## src/verilog/sbs_defs.svh

```systemverilog
`ifndef SBS_DEFS_SVH
`define SBS_DEFS_SVH
// Register offsets
`define SBS_ADDR_SUPPLY_IRQ 8'h0a
`define SBS_ADDR_RESERVED 8'h0b
`define SBS_ADDR_BUS_FAULT 8'h0c
`define SBS_ADDR_THERMAL 8'h0d
`define SBS_ADDR_RAIL 8'h0e
`define SBS_ADDR_SUMMARY 8'h07
// Reset values
`define SBS_RST_SUPPLY_IRQ 8'h00
`define SBS_RST_BUS_FAULT 8'h00
`define SBS_RST_THERMAL 8'h00
`define SBS_RST_RAIL 8'haa
// Field positions
`define SBS_SUMMARY_SUPPLY_BIT 2
`define SBS_THERMAL_RECOVER_BIT 1
`define SBS_THERMAL_WARN_BIT 0
`define SBS_THERMAL_RECOVER_DEG 140
`define SBS_THERMAL_WARN_DEG 160
`endif

```

## src/verilog/sbs_pkg.sv

```systemverilog
package sbs_pkg;
  // Rail monitor flags, order matches register bits 7 down to 0
  typedef struct packed {
    logic ldo3_power_good;
    logic ldo3_undervoltage;
    logic ldo2_power_good;
    logic ldo2_undervoltage;
    logic five_volt_power_good;
    logic five_volt_undervoltage;
    logic battery_power_good;
    logic battery_undervoltage;
  } sbs_rail_s;
  // Bus fault monitor flags, bits 7 down to 0
  typedef struct packed {
    logic bus_held_dominant;
    logic txd_rxd_short;
    logic rxd_stuck_recessive;
    logic txd_stuck_dominant;
    logic bus_low_line_to_supply;
    logic bus_low_line_to_ground;
    logic bus_high_line_to_ground;
    logic bus_high_line_to_supply;
  } sbs_bus_s;
  // Register access request
  typedef struct packed {
    logic rd;
    logic wr;
    logic [7:0] addr;
    logic [7:0] wdata;
  } sbs_req_s;
endpackage

```

## src/verilog/sbs_regs.sv

```systemverilog
`timescale 1ns/1ps
`include "sbs_defs.svh"
// Overview of operation
// - Supply source bits 7 and 6 latch LDO3 power-good and undervoltage flag rises.
// - Supply source bits 5 and 4 latch LDO2 power-good and undervoltage flag rises.
// - Supply source bits 3 and 2 latch 5V power-good and undervoltage flag rises.
// - Supply source bits 1 and 0 latch battery power-good and undervoltage flag rises.
// - Bus status bits 7..4: dominant, TxD-RxD short, RxD recessive, TxD dominant.
// - Bus status bits 3..0: low to supply, low to ground, high to ground, high to supply.
// - Thermal status bit 1 shows recovery below 140 degrees.
// - Thermal status bit 0 warns above 160 degrees; bits 7..2 read zero.
// - Summary bit 2 is set while any supply source bit is set.
module sbs_regs
  import sbs_pkg::*;
(
  input wire logic i_clock,
  input wire logic i_rst,
  input wire sbs_rail_s i_rail,
  input wire sbs_bus_s i_bus,
  input wire logic i_thermal_recovered,
  input wire logic i_thermal_warning,
  input wire sbs_req_s i_req,
  output logic [7:0] o_rdata,
  output logic o_rvalid,
  output logic o_supply_summary
);
  sbs_rail_s rail_s;
  sbs_bus_s bus_s;
  logic [1:0] therm_s;
  logic [7:0] rail_prev_r;
  logic [7:0] src_r;
  logic [7:0] src_nxt;
  logic [7:0] rise;
  logic [7:0] rdata_nxt;

  // Decode of a write to the supply source register
  function automatic logic is_src_wr(input sbs_req_s r);
    return r.wr && (r.addr == `SBS_ADDR_SUPPLY_IRQ);
  endfunction

  // Monitor inputs come from analog domain
  sbs_sync #(.WIDTH(8), .RESET_VAL(`SBS_RST_RAIL)) u_rail_sync
  (
    .i_clock(i_clock),
    .i_rst(i_rst),
    .i_async(i_rail),
    .o_sync(rail_s)
  );
  sbs_sync #(.WIDTH(8), .RESET_VAL(`SBS_RST_BUS_FAULT)) u_bus_sync
  (
    .i_clock(i_clock),
    .i_rst(i_rst),
    .i_async(i_bus),
    .o_sync(bus_s)
  );
  sbs_sync #(.WIDTH(2), .RESET_VAL(2'h0)) u_therm_sync
  (
    .i_clock(i_clock),
    .i_rst(i_rst),
    .i_async({i_thermal_recovered, i_thermal_warning}),
    .o_sync(therm_s)
  );

  // Previous rail flags for edge detection
  always_ff @(posedge i_clock)
  begin
    if (i_rst)
      rail_prev_r <= `SBS_RST_RAIL;
    else
      rail_prev_r <= rail_s;
  end

  // Flag set events, one bit per rail flag
  assign rise = rail_s & ~rail_prev_r;

  // Sticky source bits: written ones clear, a rise in the same cycle wins
  always_comb
  begin
    src_nxt = src_r;
    if (is_src_wr(i_req))
      src_nxt = src_nxt & ~i_req.wdata;
    src_nxt = src_nxt | rise;
  end

  always_ff @(posedge i_clock)
  begin
    if (i_rst)
      src_r <= `SBS_RST_SUPPLY_IRQ;
    else
      src_r <= src_nxt;
  end

  // Summary flag follows any pending supply source bit
  assign o_supply_summary = |src_r;

  // Read multiplexer
  always_comb
  begin
    rdata_nxt = 8'h00;
    unique case (i_req.addr)
      `SBS_ADDR_SUPPLY_IRQ: rdata_nxt = src_r;
      `SBS_ADDR_BUS_FAULT: rdata_nxt = bus_s;
      `SBS_ADDR_THERMAL: rdata_nxt = {6'h00, therm_s};
      `SBS_ADDR_RAIL: rdata_nxt = rail_s;
      `SBS_ADDR_SUMMARY: rdata_nxt = {5'h00, |src_r, 2'h0};
      default: rdata_nxt = 8'h00;
    endcase
  end

  // Registered read data, one cycle after the request
  always_ff @(posedge i_clock)
  begin
    if (i_rst)
    begin
      o_rdata <= 8'h00;
      o_rvalid <= 1'b0;
    end
    else
    begin
      o_rvalid <= i_req.rd;
      if (i_req.rd)
        o_rdata <= rdata_nxt;
    end
  end

  // Addresses that answer with register contents
  function automatic logic is_mapped(input logic [7:0] a);
    return (a == `SBS_ADDR_SUPPLY_IRQ) || (a == `SBS_ADDR_BUS_FAULT) || (a == `SBS_ADDR_THERMAL) ||
      (a == `SBS_ADDR_RAIL) || (a == `SBS_ADDR_SUMMARY);
  endfunction

  // Per-bit checks of the sticky source bits
  genvar gb;
  generate
    for (gb = 0; gb < 8; gb++)
    begin : g_src_chk

    end
  endgenerate
endmodule

```

## src/verilog/sbs_sync.sv

```systemverilog
`timescale 1ns/1ps
`include "sbs_defs.svh"
// Three-stage synchroniser, change accepted when stages two and three agree
module sbs_sync
  import sbs_pkg::*;
#(
  parameter int WIDTH = 8,
  parameter logic [WIDTH-1:0] RESET_VAL = '0
)
(
  input wire logic i_clock,
  input wire logic i_rst,
  input wire logic [WIDTH-1:0] i_async,
  output logic [WIDTH-1:0] o_sync
);
  logic [WIDTH-1:0] s1_r;
  logic [WIDTH-1:0] s2_r;
  logic [WIDTH-1:0] s3_r;

  // Shift chain
  always_ff @(posedge i_clock)
  begin
    if (i_rst)
    begin
      s1_r <= RESET_VAL;
      s2_r <= RESET_VAL;
      s3_r <= RESET_VAL;
    end
    else
    begin
      s1_r <= i_async;
      s2_r <= s1_r;
      s3_r <= s2_r;
    end
  end

  // Per-bit agreement filter
  genvar g;
  generate
    for (g = 0; g < WIDTH; g++)
    begin : g_bit
      always_ff @(posedge i_clock)
      begin
        if (i_rst)
          o_sync[g] <= RESET_VAL[g];
        else if (s2_r[g] == s3_r[g])
          o_sync[g] <= s3_r[g];
      end
    end
  endgenerate
endmodule

```

## config.mk

```make
export PLATFORM = sky130hd
export DESIGN_NAME = sbs_regs
export DESIGN_NICKNAME = d
export VERILOG_FILES = /design/src/verilog/sbs_pkg.sv /design/src/verilog/sbs_regs.sv /design/src/verilog/sbs_sync.sv
export VERILOG_INCLUDE_DIRS = /design/src /design/src/verilog
export SDC_FILE = /design/constraint.sdc
export NUM_CORES = 1
export LEC_CHECK = 0
export ABC_AREA = 1
export BUFFER_PORTS_ARGS = -buffer_cell sky130_fd_sc_hd__buf_2
export CELL_PAD_IN_SITES_DETAIL_PLACEMENT = 0
export CELL_PAD_IN_SITES_GLOBAL_PLACEMENT = 1
export CORE_AREA = 2 2 95 97
export CTS_BUF_LIST = sky130_fd_sc_hd__clkbuf_4 sky130_fd_sc_hd__clkbuf_8
export DETAILED_ROUTE_END_ITERATION = 8
export DIE_AREA = 0 0 97 99
export GPL_TIMING_DRIVEN = 1
export PLACE_DENSITY_LB_ADDON = 0.1
export SYNTH_ARGS = -nofsm -noshare
export SYNTH_HDL_FRONTEND = slang
export SYNTH_SLANG_ARGS = --single-unit
```

## constraint.sdc

```tcl
create_clock -name i_clock -period 0.9 [get_ports i_clock]
set_input_delay 0.09 -clock i_clock [delete_from_list [all_inputs] [get_ports i_clock]]
set_output_delay 0.09 -clock i_clock [all_outputs]
set_load 0.01 [all_outputs]
```

# ---- After elaboration in Yosys (flattened, before gate mapping)
# Cells that the tools add are included.
dict set report classes {
  n_eq_ne 23
  muxes 2
  bitwise 5
  reduce_logical 2
}
# op n
set op_table {}
lappend op_table {{one-hot mux 8 bit (5 select lines)} 1}
lappend op_table {{equality test 8 x 4 -> 1 bit, second input constant} 4}
lappend op_table {{equality test 1 bit} 18}
lappend op_table {{bitwise AND 8 bit} 2}
lappend op_table {{inverter 8 bit} 2}
lappend op_table {{equality test 8 x 3 -> 1 bit, second input constant} 1}
lappend op_table {{two-way mux 8 bit} 1}
lappend op_table {{OR 8 bit} 1}
lappend op_table {{OR reduction 8 bit} 1}
lappend op_table {{logical AND 1 bit} 1}
dict set report totals {
  reg_bits 97
  inputBits 38
  output_inout_bits 10
  elab_cells 63
}

# ---- Logic depth before layout (Yosys ltp)
# Gate-level depths: netlist (run 1).
dict set report logic_depth {
  ltp_word 4
  ltp_mapped 8
  mapped_depth_nobuf 8
}

# ---- Hierarchy
# Synthesis (run 1) repeated with hierarchy kept, for this count alone.
dict set report unflattened {
  cells_unflattened 419
  hier_area_um2 3428.3
}
# module n_inst cells_each area_per_inst_um2 seq_area_each_um2
set modules_own_cells {}
lappend modules_own_cells {sbs_regs 1 168 1207.4 500.5}
lappend modules_own_cells {{sbs_sync (u_rail_sync)} 1 116 1013.5 640.6}
lappend modules_own_cells {{sbs_sync (u_bus_sync)} 1 108 970.9 640.6}
lappend modules_own_cells {{sbs_sync (u_therm_sync)} 1 27 236.5 160.2}

# ---- Least setup slack after synthesis (run 1)
# OpenSTA, ideal clock, no wires.
dict set report synth_path {
  path_type {reg2reg}
  start {register src_r[1]}
  end {register o_rdata[2]}
  setup_time_ns 0.132
  arrival_ns 0.816
  required_time_ns 0.768
  setup_slack_ns -0.048
  path_stages_with_launch 8
  n_path_buf 0
  period_less_slack_ns 0.948
  cell_sequence {dfxtp_1 -> nor2_1 -> and2_1 -> nand2_1 -> nand2_1 -> nand4_1 -> nand2_1 -> a21oi_1}
}
dict set report synth_via {
  elab_chain_cells 2
}
# item line
set synth_lines {}
lappend synth_lines {{start: declaration} sbs_regs.sv:31} ;# logic [7:0] src_r;
lappend synth_lines {{start signal: assignment} sbs_regs.sv:88} ;# src_r <= `SBS_RST_SUPPLY_IRQ;
lappend synth_lines {{start signal: assignment} sbs_regs.sv:90} ;# src_r <= src_nxt;
lappend synth_lines {{OR reduction 8 bit} -}
lappend synth_lines {{named net o_supply_summary} sbs_regs.sv:25} ;# output logic o_supply_summary
lappend synth_lines {{one-hot mux 8 bit (5 select lines)} sbs_regs.sv:100} ;# unique case (i_req.addr)
lappend synth_lines {{end signal: assignment} sbs_regs.sv:122} ;# o_rdata <= rdata_nxt;
lappend synth_lines {{end: declaration} sbs_regs.sv:23} ;# output logic [7:0] o_rdata,
# The timed path passes the listed nets, and every way through them passes these cells.
# A chain may end at the register's enable or synchronous reset.

# ---- Final worst setup path (run 1)
dict set report layout_path {
  start {register src_r[7]}
  end {output port o_supply_summary}
}
dict set report layout_via {
  elab_chain_cells 1
}
# item line
set layout_lines {}
lappend layout_lines {{OR reduction 8 bit} sbs_regs.sv:94} ;# assign o_supply_summary = |src_r;
lappend layout_lines {{end: declaration} sbs_regs.sv:25}
# Every way passes these cells.

==> impl_results.md, run 1 <==
- GR Overflow Total: 0
- PnR worst setup slack: -0.3828 ns
- CORE AREA: 8551 µm²
- ANT cells: 0
- Logic pwr share: 0.065
- Top layer in use: met4
- RSZ-0062 raised after global routing: yes
- Non-Filler Instances: 607
- Total GRT Usage: 0.1496
- Achievable Freq: 779.6 MHz
- Hold Path Class: primary input to flop
- Pint: 5655 µW
- Detailed-route via count: 2625
- DRT Pass-1 Iters: 4
- Final net count: 533
- DRT Wirelength: 6589 µm
- First-pass GRT wire length: 11300 µm
- WL met2: 2965 µm
- Clock buffer depth: 2
- Synth Instances: 404
- Sequential power share: 0.601
- Max-Cap Viols: 0
- Mapped Area: 3271 µm²
- Initial DRC count: 84
- CP Class: flop to output port
- Failing checks: setup timing
- Initial Util: 0.3825
- Leakage: 0.001950 µW
- Area delta synth->final: 32.71%
- Commonest non-fill, non-tap cell in the layout: nor2_1
- # IOs: 48
- Die Area: 9603 µm²
- Met1 wire length: 3285 µm
- Avg WL per Cell: 10.86 µm
- CTS tree: yes
- Initial antenna violation count: 0
- Sw Share: 0.2326
- VDD IR max: 0.8870 mV
- GP Congestion: 0.8345
- Register area share after synthesis: 0.5937
- Startpoint Class: flop
- Final Skew: 0.006426 ns
- Rel. slew slack: 0.7918
- Synth unique cells: 20
- Least-Margin Pin Slew: 0.3103 ns
- Row count: 34
- Yosys warning count: 0
- Outcome: complete, but fails checks
- Crit. End Element: output port
- Final Max Tran Viols: 0
- Number of buffers created by CTS: 9
- #FFs+latches synth: 97
- Syn Nets: 442
- H-tree depth: 3
- Clock slew at reported path FFs: 0.09 ns
- Final Total Pwr: 7370 µW
- Placed cell area: 3839 µm²
- CTS root buf: clkbuf_8
- Share of cells above drive strength 1: 0.2826
- Drc violations: 0
- Die Width: 97 µm
- Port-buffer cells: 47
- Die extent in y: 99 µm
- Detailed placer's ending HPWL: 4532 µm
- Vias in the first global route: 2373
- Worst skew pair latency: 0.36 ns
- Setup_tns: -0.7156 ns
- Final setup vio count: 4
- Fin. Hold Viols: 0
- Most frequent cells in the layout: nor2_1 (89), dfxtp_1 (77), inv_1 (58), nand2_1 (37), buf_2 (37)
- NetSw: 1714 µW
- Crit-path max FO: 2
- Worst endpoint required time: 0.81 ns
- Post-route cell area: 4340 µm²
- Met3 WL: 262 µm
- Crit path DAT: 1.19 ns
- Final worst path period share: 1.425
- Sink Count: 97
- Drt via density: 4.325
- Post-Syn Area per Cell: 8.096 µm²
- Pwr/cell area: 1698 nW/µm²
- Clock Power Share: 0.334
- Post-DRT Antenna Nets: 0
- Placed cell count: 567
- Final min period: 1.283 ns
- Largest net degree at the start of global routing: 24
kinds of logic after synthesis:
family / share of synthesized area
AO/OA/AOI/OAI: 0.08416
flip-flops: 0.5937
AND/OR/NAND/NOR: 0.2269
buffers and inverters: 0.09525
state kept, by name, summed over array words and instances (netlist names):
name	flops
o_rdata	8
rail_prev_r	8
src_r	8
u_bus_sync.o_sync	8
u_bus_sync.s1_r	8
u_bus_sync.s2_r	8
u_bus_sync.s3_r	8
u_rail_sync.o_sync	8
u_rail_sync.s1_r	8
u_rail_sync.s2_r	8
u_rail_sync.s3_r	8
u_therm_sync.o_sync	2
u_therm_sync.s1_r	2
u_therm_sync.s2_r	2
u_therm_sync.s3_r	2
o_rvalid	1
critical path, cell delays in order, from the launching register on:
cell and delay, ns:
dfxtp_2 0.33, inv_2 0.05, nand2_1 0.06, nor2_2 0.11, nand2_2 0.07, buf_6 0.11, buf_6 0.11
Yosys cell counts:
master | count | area (µm²)
nand4_1 | 4 | 25.02
nand2_1 | 41 | 153.9
dfxtp_1 | 97 | 1942
a21oi_1 | 30 | 150.1
clkinv_1 | 1 | 3.750
nor2_1 | 93 | 349.1
nand3_1 | 21 | 105.1
nand2_2 | 1 | 6.260
or2_2 | 8 | 50.05
o21ai_1 | 5 | 25.02
nor2_4 | 2 | 22.52
and2_1 | 1 | 6.260
nand2_4 | 1 | 11.26
o21ai_0 | 14 | 70.07
buf_2 | 9 | 45.04
inv_2 | 2 | 7.510
inv_1 | 64 | 240.2
clkbuf_1 | 4 | 15.01
nor2_2 | 2 | 12.51
o211ai_1 | 4 | 30.03
power groups by stage:
stage	Sequential (µW)	Combinational (µW)	Clock (µW)
after floorplan	4520	216	0
after global placement	4530	413	0
after detailed placement	4530	417	0
after CTS	4430	482	2580
after global routing	4440	541	2790
final	4430	480	2460
cell type report:
type | instances | area, µm²
clock buffers | 10 | 131.4
well taps | 108 | 135.1
clock inverters | 5 | 31.28
fillers | 829 | 4210
repair buffers | 93 | 745.7
multi-input cells | 227 | 1061
flip-flops and latches | 97 | 1967
inverters | 67 | 269.0
per-stage QoR:
stage               setup WS (ns)    util  hold slack (ns)
floorplan                -0.03883       -           0.1938
global placement          -0.2405  0.4489           0.2734
detailed placement        -0.2653  0.4489           0.2740
CTS                       -0.4206  0.5010          0.01820
global route              -0.4442  0.5076          0.04935
finish                    -0.3828  0.5076          0.02890
per-layer routing:
metal  global-route usage  up-vias
met5                    0        -
met4              0.06826        0
met3              0.03617        7
met2               0.2292       49
met1               0.2009     1154
li1                     -     1415
what timing repair did:
| action | 4_1_cts | 5_1_grt |
|---|---|---|
| hold buffers | 18 | 0 |
| resized for setup | 23 | 18 |
| endpoints found under the setup margin | 10 | 17 |
| pin swaps | 2 | 9 |
| endpoints found under the hold margin | 18 | 0 |
| buffers inserted | 4 | 3 |
path summary, 6_finish.rpt:
check,startpoint,depth (start not counted),to,slack [ns]
worst min register to register,u_therm_sync.s1_r[1],2,u_therm_sync.s2_r[1],0.40
worst max-delay path,src_r[7],6,o_supply_summary,-0.38
worst max register to register,src_r[7],10,o_rdata[2],-0.32
worst min-delay path,i_req[5],4,src_r[5],0.03
Note: power is estimated with default switching activity, not from simulation.
==> inputs of run 2 (changes only) <==
Settings changed: CORE_AREA 2 2 95 97 to 2 2 91 102, DIE_AREA 0 0 97 99 to 0 0 93 104, PLACE_DENSITY set to 0.84, PLACE_DENSITY_LB_ADDON 0.1 to not set.
==> impl_results.md, run 2 (synthesis gave the netlist of run 1 again) <==
- Worst path bufs/invs: 3
- Final worst path period share: 1.467
- Min-Delay Startpoint: i_req[4]
- GR Overflow Total: 0
- ANT cells: 0
- Register area: 1958 µm²
- Max-Cap Viols: 0
- Hold_ws: 0.03200 ns
- Crit path DAT: 1.23 ns
- Worst path most repeated cell: buf_6
- Final Max Tran Viols: 0
- Finished Core Util: 0.4968
- Final Skew: 0.01231 ns
- Final net count: 524
- Startpoint Class: flop
- Rel. slew slack: 0.7999
- DRT Pass-1 Iters: 4
- Vias in the first global route: 2524
- PnR worst setup slack: -0.4202 ns
- Commonest non-fill, non-tap cell in the layout: nor2_1
- Place WS: -0.2849 ns
- Share of cells above drive strength 1: 0.2485
- Avg WL per Cell: 10.53 µm
- Post-DRT Antenna Nets: 0
- Crit. End Element: output port
- First-pass GRT wire length: 10890 µm
- Fin. Hold Viols: 0
- Multi-input combinational cell area: 1055 µm²
- GP Congestion: 0.8471
- CP max-delay cell: dfxtp_1
- Leakage: 0.001913 µW
- DRT Wirelength: 6369 µm
- CTS root buf: clkbuf_8
- Port-buffer cells: 47
- Largest net degree at the start of global routing: 24
- Hold Path Class: primary input to flop
- Area delta synth->final: 31.37%
- CORE AREA: 8648 µm²
- Worst skew pair latency: 0.36 ns
- H-tree depth: 3
- VDD IR max: 0.8752 mV
- Number of fillers in the final layout: 840
- CP cell instances: inv_2 -> nand2_1 -> nor2_1 -> nand2_2 -> buf_6 -> buf_6
- Achievable Freq: 757.5 MHz
- Initial DRC count: 112
- Crit-path max FO: 2
- Worst endpoint required time: 0.81 ns
- Crit path from: src_r[6]
- Initial antenna violation count: 0
- Detailed placer's ending HPWL: 4541 µm
- Drc violations: 0
- CP Class: flop to output port
- # IOs: 48
- Least-Margin Pin Slew: 0.2984 ns
- Placed cell area: 3804 µm²
- Most frequent cells in the layout: nor2_1 (90), dfxtp_1 (84), inv_1 (60), nand2_1 (37), buf_2 (37)
- Sink Count: 97
- Die Width: 93 µm
- Row count: 36
- Pwr/cell area: 1822 nW/µm²
- Drt via density: 4.332
- Reg2reg start: src_r[6]
- Die Area: 9672 µm²
- Outcome: complete, but fails checks
- Initial Util: 0.3782
- Failing checks: setup timing
- Clock slew at reported path FFs: 0.10 ns
- RSZ-0062 raised after global routing: yes
- Max incr delay on CP: 0.33 ns
- Die extent in y: 104 µm
- CP delay by family, top: flip-flops
- Final setup vio count: 6
- Number of buffers created by CTS: 9
- Final min period: 1.320 ns
- Total GRT Usage: 0.1429
- Clock buffer depth: 2
- Detailed-route via count: 2621
- Post-route cell area: 4297 µm²
- CTS tree: yes
==> run 2: cell types whose count changed in the layout (fill, tap and decap cells not counted), moves of 2 or more <==
cell and delta:
dfxtp_2 -7, inv_2 -2, dfxtp_1 +7, buf_4 -7, inv_1 +2, clkinv_2 -2
==> run 2: worst register-to-register path, stage by stage, from the launching register on <==
cell and delay [ns]:
dfxtp_1 0.33, inv_2 0.06, nand2_1 0.07, nor2_1 0.11
nand2_2 0.09, nand2_1 0.06, nand4_1 0.07, nand2_1 0.07
a21oi_1 0.05
==> run 2: power breakdown <==
group	switching, µW	total [µW]	internal, µW
Combinational	228	461	234
Sequential	38.1	4430	4390
Clock	1540	2940	1400
==> run 2: area by class of cell <==
class,count,share of cell area
Tap cell,114,0.03320
Timing Repair Buffer,84,0.1540
Multi-Input combinational cell,227,0.2455
Inverter,67,0.06261
Sequential cell,97,0.4557
Clock inverter,6,0.01689
Clock buffer,10,0.03203
==> run 2: path summary, 6_finish.rpt <==
kind / to / slack (ns) / cells after the start
worst min-delay path: src_r[4] / 0.03 / 4
worst max register to register: o_rdata[2] / -0.12 / 8
worst min register to register: u_rail_sync.s2_r[0] / 0.40 / 2
worst max-delay path: o_supply_summary / -0.42 / 6
==> run 2: repair_timing <==
action | in CTS | in global routing
endpoints found under the setup margin | 11 | 15
hold buffers | 18 | 0
pin swaps | 4 | 8
resized for setup | 23 | 6
endpoints found under the hold margin | 18 | 0
setup buffers | 1 | 1
==> run 2: metrics by stage <==
step | TNS (ns) | total power [µW] | instances
global placement | -3.253 | 4924 | 569
CTS | -0.6636 | 7910 | 604
floorplan | -0.04737 | 4738 | 404
global route | -0.9875 | 8168 | 605
detailed placement | -3.817 | 4934 | 569
finish | -0.5507 | 7830 | 605
==> run 2: metal layers <==
layer	share of wire	routed length [µm]	track usage	vias to the layer above
li1	-	-	-	1396
met1	0.46	2909	0.1723	1146
met2	0.46	2961	0.2308	66
met3	0.057	365	0.03841	13
met4	0.021	133	0.07563	0
met5	0	0	0	-
